`config.mk`:
```
export PLATFORM = sky130hd
export DESIGN_NAME = phy_irq_enable_comm_status
export DESIGN_NICKNAME = d
export VERILOG_FILES = /design/src/hw/phy_mgmt_pkg.sv /design/src/hw/input_sync.sv /design/src/hw/phy_irq_enable_comm_status.sv
export SDC_FILE = /design/constraint.sdc
export NUM_CORES = 1
export LEC_CHECK = 0
export ABC_AREA = 1
export BUFFER_PORTS_ARGS = -buffer_cell sky130_fd_sc_hd__buf_2
export CAP_MARGIN = 40
export CORE_UTILIZATION = 34
export DETAILED_ROUTE_END_ITERATION = 6
export HOLD_SLACK_MARGIN = 0.1
export PLACE_DENSITY = 0.61
export SKIP_LAST_GASP = 1
export SYNTH_ARGS = -nofsm -noshare
export SYNTH_HDL_FRONTEND = slang
export SYNTH_SLANG_ARGS = --single-unit
```
`constraint.sdc`:
```
create_clock -name core_clk -period 1.85 [get_ports core_clk]
set_clock_uncertainty 0.1 [all_clocks]
set_input_delay 0.185 -clock core_clk [delete_from_list [all_inputs] [get_ports core_clk]]
set_output_delay 0.185 -clock core_clk [all_outputs]
set_load 0.05 [all_outputs]
```
`src/hw/phy_mgmt_pkg.sv`:
```
// Constants for the interrupt enable and communication status registers.
// Assumes a 16-bit management register port with one-cycle read latency.
package phy_mgmt_pkg;
  localparam logic [4:0] OFF_IRQ_ENABLE = 5'h16;
  localparam logic [4:0] OFF_COMM_STATUS = 5'h17;
  localparam logic [4:0] OFF_IRQ_STATUS = 5'h18;
  localparam logic [4:0] OFF_CONTROL = 5'h19;
  localparam logic [15:0] IRQ_ENABLE_RESET = 16'h8000;
  // Writable bits of the enable register; reserved 13:12 and 4 read zero
  localparam logic [15:0] IRQ_ENABLE_WMASK = 16'hcfef;
  localparam int BIT_LINK_UP = 15;
  localparam int BIT_TX_MODE_LO = 13;
  localparam int BIT_LOC_RCVR = 12;
  localparam int BIT_REM_RCVR = 11;
  localparam int BIT_SCR_LOCK = 10;
  localparam int BIT_SSD = 9;
  localparam int BIT_ESD = 8;
  localparam int BIT_SQI_LO = 5;
  localparam int BIT_RX_ERR = 4;
  localparam int BIT_TX_ERR = 3;
  // Interrupt flag positions (same layout as the enable register)
  localparam int FLG_POWER_ON = 15;
  localparam int FLG_WAKE = 14;
  localparam int FLG_INIT_FAIL = 11;
  localparam int FLG_LINK_FAIL = 10;
  localparam int FLG_LINK_UP = 9;
  localparam int FLG_SYMBOL = 8;
  localparam int FLG_TRAINING = 7;
  localparam int FLG_QUALITY = 6;
  localparam int FLG_CONTROL = 5;
  localparam int FLG_UV = 3;
  localparam int FLG_UV_REC = 2;
  localparam int FLG_TEMP = 1;
  localparam int FLG_SLEEP_ABORT = 0;
  localparam logic [15:0] FLAGS_LOWPOWER_CLR = 16'h0740;
  localparam logic [15:0] FLAGS_RESET = 16'h0000;
  localparam int BIT_LINK_CONTROL = 0;
  localparam logic [2:0] SQI_RESET = 3'h0;
  localparam logic [1:0] TX_MODE_RESET = 2'h0;
  localparam logic [2:0] OP_STATE_IDLE = 3'h0;
endpackage : phy_mgmt_pkg

```
`src/hw/input_sync.sv`:
```
// Three-stage synchroniser for a bus of asynchronous status inputs.
// Assumes inputs may change at any time relative to core_clk.
`timescale 1ns/100ps
`default_nettype none
module input_sync #(
  parameter int WIDTH = 8
) (
  input wire logic core_clk,
  input wire logic rst_n,
  input wire logic [WIDTH-1:0] async_in,
  output logic [WIDTH-1:0] sync_out
);
  typedef struct packed {
    logic [WIDTH-1:0] s1;
    logic [WIDTH-1:0] s2;
    logic [WIDTH-1:0] s3;
    logic [WIDTH-1:0] held;
  } sync_state_t;
  sync_state_t state;
  sync_state_t next_state;
  genvar i;
  // Accept a change only once stages two and three agree
  for (i = 0; i < WIDTH; i++) begin : g_bit
    always_comb begin
      next_state.s1[i] = async_in[i];
      next_state.s2[i] = state.s1[i];
      next_state.s3[i] = state.s2[i];
      next_state.held[i] = (state.s2[i] == state.s3[i]) ? state.s3[i]
                                                          : state.held[i];
    end
  end
  always_ff @(posedge core_clk) begin
    if (!rst_n) begin
      state <= '0;
    end else begin
      state <= next_state;
    end
  end
  assign sync_out = state.held;
endmodule : input_sync
`default_nettype wire

```
`src/hw/phy_irq_enable_comm_status.sv`:
```
// Interrupt enable and communication status registers of a 100 Mbit/s
// single-pair PHY, with interrupt flags and one level interrupt output.
// Assumes status inputs come from other clock domains of the PHY core.
//
// Implementation choice: the strobed register port.
`timescale 1ns/100ps
`default_nettype none
module phy_irq_enable_comm_status
  import phy_mgmt_pkg::*;
#(
  parameter int SYNC_W = 13
) (
  input wire logic core_clk,
  input wire logic rst_n,
  input wire logic [4:0] reg_addr,
  input wire logic [15:0] reg_wdata,
  input wire logic reg_write,
  input wire logic reg_read,
  output logic [15:0] reg_rdata,
  output logic irq,
  input wire logic link_up,
  input wire logic [1:0] tx_mode,
  input wire logic local_receiver_ok,
  input wire logic remote_receiver_ok,
  input wire logic descrambler_lock,
  input wire logic start_delimiter_fault,
  input wire logic end_delimiter_fault,
  input wire logic [2:0] signal_quality_class,
  input wire logic receive_fault,
  input wire logic transmit_fault,
  input wire logic [2:0] operating_state,
  input wire logic [15:0] irq_event,
  input wire logic enter_sleep_request,
  input wire logic enter_uv_standby,
  input wire logic uv_in_standby
);
  import phy_mgmt_pkg::*;

  ////////////////////////////////////////////////////////////////////////////
  // Synchronised status inputs
  logic [SYNC_W-1:0] raw_in;
  logic [SYNC_W-1:0] syn;
  assign raw_in = {link_up, tx_mode, local_receiver_ok, remote_receiver_ok,
                   descrambler_lock, start_delimiter_fault,
                   end_delimiter_fault, signal_quality_class, receive_fault,
                   transmit_fault};
  input_sync #(.WIDTH(SYNC_W)) u_sync (
    .core_clk(core_clk),
    .rst_n(rst_n),
    .async_in(raw_in),
    .sync_out(syn)
  );
  logic s_link, s_loc, s_rem, s_scr, s_ssd, s_esd, s_rx, s_tx;
  logic [1:0] s_txm;
  logic [2:0] s_sqi;
  assign {s_link, s_txm, s_loc, s_rem, s_scr, s_ssd, s_esd, s_sqi, s_rx,
          s_tx} = syn;

  ////////////////////////////////////////////////////////////////////////////
  // State
  typedef struct packed {
    logic [15:0] enable;
    logic [15:0] flags;
    logic link_control;
    logic link_prev;
    logic loc_ok;
    logic rem_ok;
    logic ssd;
    logic esd;
    logic rx_err;
    logic tx_err;
    logic [15:0] rdata;
    logic irq;
  } regs_t;
  regs_t r;
  regs_t next_r;

  logic rd_comm, rd_flags, wr_en, wr_ctl, lc;
  logic [15:0] comm_word;
  assign rd_comm = reg_read && reg_addr == OFF_COMM_STATUS;
  assign rd_flags = reg_read && reg_addr == OFF_IRQ_STATUS;
  assign wr_en = reg_write && reg_addr == OFF_IRQ_ENABLE;
  assign wr_ctl = reg_write && reg_addr == OFF_CONTROL;
  assign lc = r.link_control;

  always_comb begin
    comm_word = '0;
    comm_word[BIT_LINK_UP] = lc & s_link;
    comm_word[BIT_TX_MODE_LO+:2] = lc ? s_txm : TX_MODE_RESET;
    comm_word[BIT_LOC_RCVR] = r.loc_ok;
    comm_word[BIT_REM_RCVR] = r.rem_ok;
    comm_word[BIT_SCR_LOCK] = lc & s_scr;
    comm_word[BIT_SSD] = r.ssd;
    comm_word[BIT_ESD] = r.esd;
    comm_word[BIT_SQI_LO+:3] = lc ? s_sqi : SQI_RESET;
    comm_word[BIT_RX_ERR] = r.rx_err;
    comm_word[BIT_TX_ERR] = r.tx_err;
    // Operating state is not cleared by link control
    comm_word[2:0] = operating_state;
  end

  logic [15:0] ev;
  always_comb begin
    next_r = r;
    ev = irq_event;
    ev[FLG_LINK_FAIL] = r.link_prev & ~comm_word[BIT_LINK_UP];
    ev[FLG_LINK_UP] = ~r.link_prev & comm_word[BIT_LINK_UP];
    ev[13:12] = 2'h0;
    ev[4] = 1'b0;
    next_r.link_prev = comm_word[BIT_LINK_UP];
    if (wr_en) begin
      // Reserved bits are dropped whatever software writes
      next_r.enable = reg_wdata & IRQ_ENABLE_WMASK;
    end
    if (wr_ctl) begin
      next_r.link_control = reg_wdata[BIT_LINK_CONTROL];
    end
    // Flags: read clears, a new event in the same cycle wins
    if (rd_flags) begin
      next_r.flags = '0;
    end
    if (enter_sleep_request || enter_uv_standby || uv_in_standby) begin
      next_r.flags = next_r.flags & ~FLAGS_LOWPOWER_CLR;
    end
    next_r.flags = next_r.flags | ev;
    // Latched status: read rearms, current condition applies after it
    if (rd_comm) begin
      next_r.loc_ok = 1'b1;
      next_r.rem_ok = 1'b1;
      next_r.ssd = 1'b0;
      next_r.esd = 1'b0;
      next_r.rx_err = 1'b0;
      next_r.tx_err = 1'b0;
    end
    next_r.loc_ok = next_r.loc_ok & s_loc;
    next_r.rem_ok = next_r.rem_ok & s_rem;
    next_r.ssd = next_r.ssd | s_ssd;
    next_r.esd = next_r.esd | s_esd;
    next_r.rx_err = next_r.rx_err | s_rx;
    next_r.tx_err = next_r.tx_err | s_tx;
    if (!lc) begin
      next_r.loc_ok = 1'b0;
      next_r.rem_ok = 1'b0;
      next_r.ssd = 1'b0;
      next_r.esd = 1'b0;
      next_r.rx_err = 1'b0;
      next_r.tx_err = 1'b0;
    end
    next_r.rdata = '0;
    if (reg_read) begin
      case (reg_addr)
        OFF_IRQ_ENABLE: next_r.rdata = r.enable;
        OFF_COMM_STATUS: next_r.rdata = comm_word;
        OFF_IRQ_STATUS: next_r.rdata = r.flags;
        OFF_CONTROL: next_r.rdata = {15'h0000, r.link_control};
        default: next_r.rdata = '0;
      endcase
    end
    next_r.irq = |(next_r.flags & next_r.enable);
  end

  always_ff @(posedge core_clk) begin
    if (!rst_n) begin
      r <= '0;
      r.enable <= IRQ_ENABLE_RESET;
      r.flags <= FLAGS_RESET;
      r.link_control <= 1'b1;
    end else begin
      r <= next_r;
    end
  end

  assign reg_rdata = r.rdata;
  assign irq = r.irq;

  ////////////////////////////////////////////////////////////////////////////
  // Checks
  property p_enable_reset;
    @(posedge core_clk) $rose(rst_n) |-> r.enable == IRQ_ENABLE_RESET;
  endproperty
  a_enable_reset: assert property (p_enable_reset)
    else $error("enable register reset value wrong");
  property p_reserved_zero;
    @(posedge core_clk) disable iff (!rst_n)
      (r.enable & ~IRQ_ENABLE_WMASK) == 16'h0000;
  endproperty
  a_reserved_zero: assert property (p_reserved_zero)
    else $error("reserved enable bits not zero");
  // Only an event in the same cycle may survive a low-power clear
  property p_lowpower_clear;
    @(posedge core_clk) disable iff (!rst_n)
      (enter_sleep_request || enter_uv_standby || uv_in_standby)
      |=> (r.flags & FLAGS_LOWPOWER_CLR) ==
          ($past(ev) & FLAGS_LOWPOWER_CLR);
  endproperty
  a_lowpower_clear: assert property (p_lowpower_clear)
    else $error("low-power entry did not clear flags");
  property p_link_fail_flag;
    @(posedge core_clk) disable iff (!rst_n)
      (r.link_prev && !comm_word[BIT_LINK_UP]) |=> r.flags[FLG_LINK_FAIL];
  endproperty
  a_link_fail_flag: assert property (p_link_fail_flag)
    else $error("link fail flag not raised");
  property p_ssd_hold;
    @(posedge core_clk) disable iff (!rst_n)
      (r.ssd && !rd_comm && lc && !wr_ctl) |=> r.ssd;
  endproperty
  a_ssd_hold: assert property (p_ssd_hold)
    else $error("start delimiter fault lost before read");
  property p_loc_latch;
    @(posedge core_clk) disable iff (!rst_n)
      (!r.loc_ok && !rd_comm) |=> !r.loc_ok;
  endproperty
  a_loc_latch: assert property (p_loc_latch)
    else $error("local receiver status rose without read");
  property p_lc_default;
    @(posedge core_clk) disable iff (!rst_n)
      !lc |=> (r.rx_err == 1'b0 && r.tx_err == 1'b0 && r.esd == 1'b0);
  endproperty
  a_lc_default: assert property (p_lc_default)
    else $error("latched fields not defaulted without link control");
  property p_irq_level;
    @(posedge core_clk) disable iff (!rst_n)
      irq == |(r.flags & r.enable);
  endproperty
  a_irq_level: assert property (p_irq_level)
    else $error("interrupt output disagrees with flags and enables");
endmodule : phy_irq_enable_comm_status
`default_nettype wire

```
### After elaboration in Yosys (flattened, before gate mapping)

Cells that the tools add are included.

| storage, ports and cells | value |
|---|---|
| register bits | 109 |
| logic and storage cells | 75 |

| operators by class | value |
|---|---|
| equal/unequal tests | 17 |
| mux-type cells | 7 |
| bitwise gates (word level) | 14 |
| reductions and logical operators | 9 |

Operators with widths:

| cell | number |
|---|---|
| $pmux W16 S4 | 1 |
| $mux W16 | 2 |
| $eq A5 B5 Y1 const B | 4 |
| $and A16 B16 Y16 | 1 |
| $or A16 B16 Y16 | 1 |
| $reduce_or A16 Y1 | 1 |
| $eq A1 B1 Y1 | 13 |
| $mux W11 | 1 |
| $and A1 B1 Y1 | 6 |
| $mux W6 | 1 |
| $logic_and A1 B1 Y1 | 4 |
| $or A1 B1 Y1 | 4 |
| $reduce_and A2 Y1 | 2 |
| $mux W3 | 1 |
| $logic_or A1 B1 Y1 | 2 |
| $mux W2 | 1 |
| $not A1 Y1 | 2 |

### Longest topological paths before layout

| depth | value |
|---|---|
| depth after elaboration | 7 |
| depth in mapped cells | 13 |
| depth with buffers taken out | 12 |

### By module

From an unflattened synthesis, not the netlist that was laid out.

| unflattened totals | value |
|---|---|
| cells, all modules | 559 |
| area total of the unflattened synthesis | 4362.9 um2 |

Modules (own cells, without submodules):

| module | times used | cells an instance | area an instance (um2) | sequential area each (um2) |
|---|---|---|---|---|
| phy_irq_enable_comm_status | 1 | 371 | 2613.8 | 1141.1 |
| input_sync | 1 | 188 | 1749.2 | 1041.0 |

### Least setup slack after synthesis

No wires, ideal clock.

| timing path | value |
|---|---|
| kind | input port to flip-flop |
| start | in reg_addr[3] |
| end | reg r (netlist bit irq) |
| setup time | 0.128 ns |
| data arrival time | 1.165 ns |
| data required time | 1.622 ns |
| setup slack | 0.457 ns |
| cell stages on the path | 12 |
| buffers on the path | 1 |
| cell sequence | inv_1 -> nor2_2 -> nand4_2 -> buf_2 -> nand2_1 -> nand2_1 -> nand2_1 -> nand2_1 -> nor2_1 -> nand2_1 -> nor2_1 -> nor2_1 |

| on the way | value |
|---|---|
| cells in the longest elaborated chain, start to end | 7 |
| elaborated cells on any way between the ends | 10 |
| those cells by class | eq/ne (2); mux (3); bitwise (2); reduce/logical (3) |

RTL lines:

| item | line | RTL |
|---|---|---|
| start, declared | phy_irq_enable_comm_status.sv:15 | `input wire logic [4:0] reg_addr,` |
| $eq A5 B5 Y1 | phy_irq_enable_comm_status.sv:81 | `assign rd_flags = reg_read && reg_addr == OFF_IRQ_STATUS;` |
| $logic_and A1 B1 Y1 | phy_irq_enable_comm_status.sv:81 |  |
| $mux W16 | phy_irq_enable_comm_status.sv:119 | `if (rd_flags) begin` |
| $mux W11 | phy_irq_enable_comm_status.sv:122 | `if (enter_sleep_request \|\| enter_uv_standby \|\| uv_in_standby) begin` |
| $or A16 B16 Y16 | phy_irq_enable_comm_status.sv:125 | `next_r.flags = next_r.flags \| ev;` |
| $and A16 B16 Y16 * | phy_irq_enable_comm_status.sv:159 | `next_r.irq = \|(next_r.flags & next_r.enable);` |
| $reduce_or A16 Y1 * | phy_irq_enable_comm_status.sv:159 |  |
| end signal, assigned | phy_irq_enable_comm_status.sv:169 | `r <= next_r;` |
| end, declared | phy_irq_enable_comm_status.sv:75 | `regs_t r;` |

Mark *: on every way between the ends. The rest lies on a longest branch, timed or not.
A chain may end at the register's enable or synchronous reset.

==> impl_metrics.py <==
metrics = {
    "timing": {
        "worst_slew_pin_slew_ns": 0.499,
        "hold_viol": 0,
        "min_period_over_period_pct": 80.0,
        "rsz0062_at_grt": "no",
        "slew_headroom_pct": 66.7,
        "fin_crit_ns": 1.48,
        "setup-violations-final": 0,
        "finalMaxSlewViolations": 0,
        "fin_setup_tns_ns": 0,
        "fmax_ghz": 0.675,
    },
    "cells_and_area": {
        "finalNonFillerCells": 789,
        "num_antenna_cells": 0,
        "fin_area_sq_um": 5210,
        "fin_util_pct": 44.9,
        "areaGrowthSynthToFinish_pct": 27.0,
        "final_cell_mix": "171 x nand2_1, 109 x dfxtp_1, 81 x inv_1",
        "fin_nets": 701,
        "drive_above_1_share_pct": 16.4,
        "mostFrequentLayoutCell": "nand2_1",
        "num-fill-cells": 1149,
    },
    "drt": {
        "drt_first_pass_iters": 7,
        "wl_met2_microns": 4380,
        "top_layer": "met4",
        "vias_per_cell": 4.45,
        "dr.first_iter.drc_count": 234,
        "wl_per_cell_microns": 11.7,
        "antenna_left": 0,
        "post-route-drc-count": 7,
        "num_vias": 3511,
        "drt-total-wl_microns": 9240,
        "drt-met1-wl_microns": 4210,
        "routed-wl-met3_microns": 556,
    },
    "synth": {
        "synthCells": 545,
        "syn_area_per_cell_sq_um": 7.53,
        "seq_area_frac_synth_pct": 53.2,
        "mappedNetlistArea_sq_um": 4110,
        "yosys_warnings": 0,
        "synth_area_leader_cell": "dfxtp_1",
        "syn-num-nets": 605,
        "synth.distinct_cells": 28,
        "netlist.area_leader.share_pct": 53.2,
        "synth_area_leaders": "dfxtp_1 53%, nand2_1 16%, inv_1 7.4%, a21oi_1 5.1%, nor2_1 3.3%",
        "ys_ff_latch": 109,
    },
    "grt": {
        "overflow": 0,
        "track_usage_pct": 15.3,
        "grt_max_degree": 54,
        "grt_pass1_vias": 3429,
        "antenna_found_initial": 0,
        "grt_pass1_wl_microns": 15200,
    },
    "setup_path": {
        "worstPathMaxFanout": 2,
        "cp-end-kind": "flip-flop",
        "cp-start-kind": "input pin",
        "r2r_start": "lc",
        "required_ns": 1.98,
        "worstSetupPathType": "input pin to flip-flop",
        "arrival_ns": 1.61,
        "reg2reg_depth": 4,
        "r2r-end": "lc",
        "startpoint": "reg_wdata[0]",
        "crit_path_end": "lc",
        "reg2reg_slack_ns": 0.49,
    },
    "die": {
        "core_region_area_sq_um": 11600,
        "die_h_microns": 112,
        "io_pins": 77,
        "row_count": 39,
        "start_util_pct": 35.3,
        "die_width_microns": 112,
        "dieArea_sq_um": 12500,
    },
    "clocking": {
        "cts_tree": "done",
        "cts-root-buf": "clkbuf_16",
        "cts_num_sinks": 109,
        "ctsHoldBuffers": 42,
        "tritoncts.num_buffers": 9,
        "htreeDepth": 3,
        "cts.clk_slew.worst_paths_ns": 0.07,
        "post_cts_resized": 0,
        "cts_setup_buffers": 0,
        "clock_path_buffers": 2,
        "clock_latency_ns": 0.34,
    },
    "flow_run": {
        "drv_cap": 0,
    },
    "power": {
        "p_per_area_nw_per_um2": 883,
        "p_total_w": 0.00461,
        "leakage_nw": 2.72,
        "max-vdd-ir-drop_mv": 0.514,
    },
    "place": {
        "hpwl_microns": 6230,
        "io_buffers": 68,
        "placed_cells": 731,
        "placed_area_sq_um": 4500,
        "place_congestion": 0.803,
    },
    "outcome": {
        "violations": "design-rule violations",
        "status": "finished, violations left",
    },
    "worst_hold_path": {
        "worstHoldPathType": "input pin to flip-flop",
    },
}
[power breakdown]
group          switching [W]  total, W  internal (W)
clock network       0.000868   0.00187       0.00100
registers          0.0000234   0.00243       0.00240
logic               0.000163  0.000310      0.000146
total                0.00105   0.00461       0.00355
[Yosys cell counts (all sizes together)]
cell / count
a31oi: 1
nand4: 4
dfxtp: 109
a31o: 1
a32oi: 2
a21oi: 42
o21ai: 18
buf: 25
nor3: 3
nand2: 177
inv: 81
clkinv: 1
nor2: 39
a22oi: 2
or2: 1
clkbuf: 9
o311ai: 1
o211ai: 3
nand3: 26
[flip-flops by register name (all words and copies together) (netlist names)]
register,flops
lc,1
reg_rdata,16
r,33
u_sync.sync_out,13
comm_word,6
u_sync.state,13
u_sync.next_state,26
irq,1
[critical path, cell delays in order]
cell and delay (ns):
dlygate4sd3_1 0.54, buf_2 0.15, nand3_1 0.09, nand3_1 0.08, dlygate4sd3_1 0.56
[final cells by class]
type / instances / area [sq um] / area share [%]
inverters: 82 / 308 / 5.90
multi-input cells: 320 / 1410 / 27.0
clock buffers: 11 / 253 / 4.85
clock inverters: 5 / 41.3 / 0.792
well taps: 143 / 179 / 3.43
flip-flops and latches: 109 / 2180 / 41.9
repair buffers: 119 / 841 / 16.1
[how the worst min path moves through the flow]
stage | from | to | depth (start not counted)
2_1_floorplan | transmit_fault | u_sync.next_state[26] | 2
3_3_place_gp | receive_fault | u_sync.next_state[27] | 3
3_5_place_dp | transmit_fault | u_sync.next_state[26] | 3
4_1_cts | reg_read | reg_rdata[0] | 3
5_1_grt | reg_write | r[43] | 3
6_report | reg_write | r[43] | 3
[metrics by stage]
step / setup slack (ns) / hold WS, ns
finish: 0.369 / 0.145
global route: 0.295 / 0.147
floorplan: 0.457 / 0.183
CTS: 0.412 / 0.132
detailed placement: 0.141 / 0.268
global placement: 0.188 / 0.264
[layer usage]
layer	vias up	track usage, %
li1	1850	-
met4	0	5.41
met2	118	26.9
met5	-	0
met3	10	3.38
met1	1533	18.3
[cell families (layout without fill, tap and decap cells)]
| kind of cell | Yosys count | after routing | synth area share (%) |
|---|---|---|---|
| simple gates | 250 | 250 | 25.1 |
| flops | 109 | 109 | 53.2 |
| buf+inv | 116 | 217 | 12.5 |
| compound gates | 70 | 70 | 9.24 |
(Power assumes the default switching activity.)
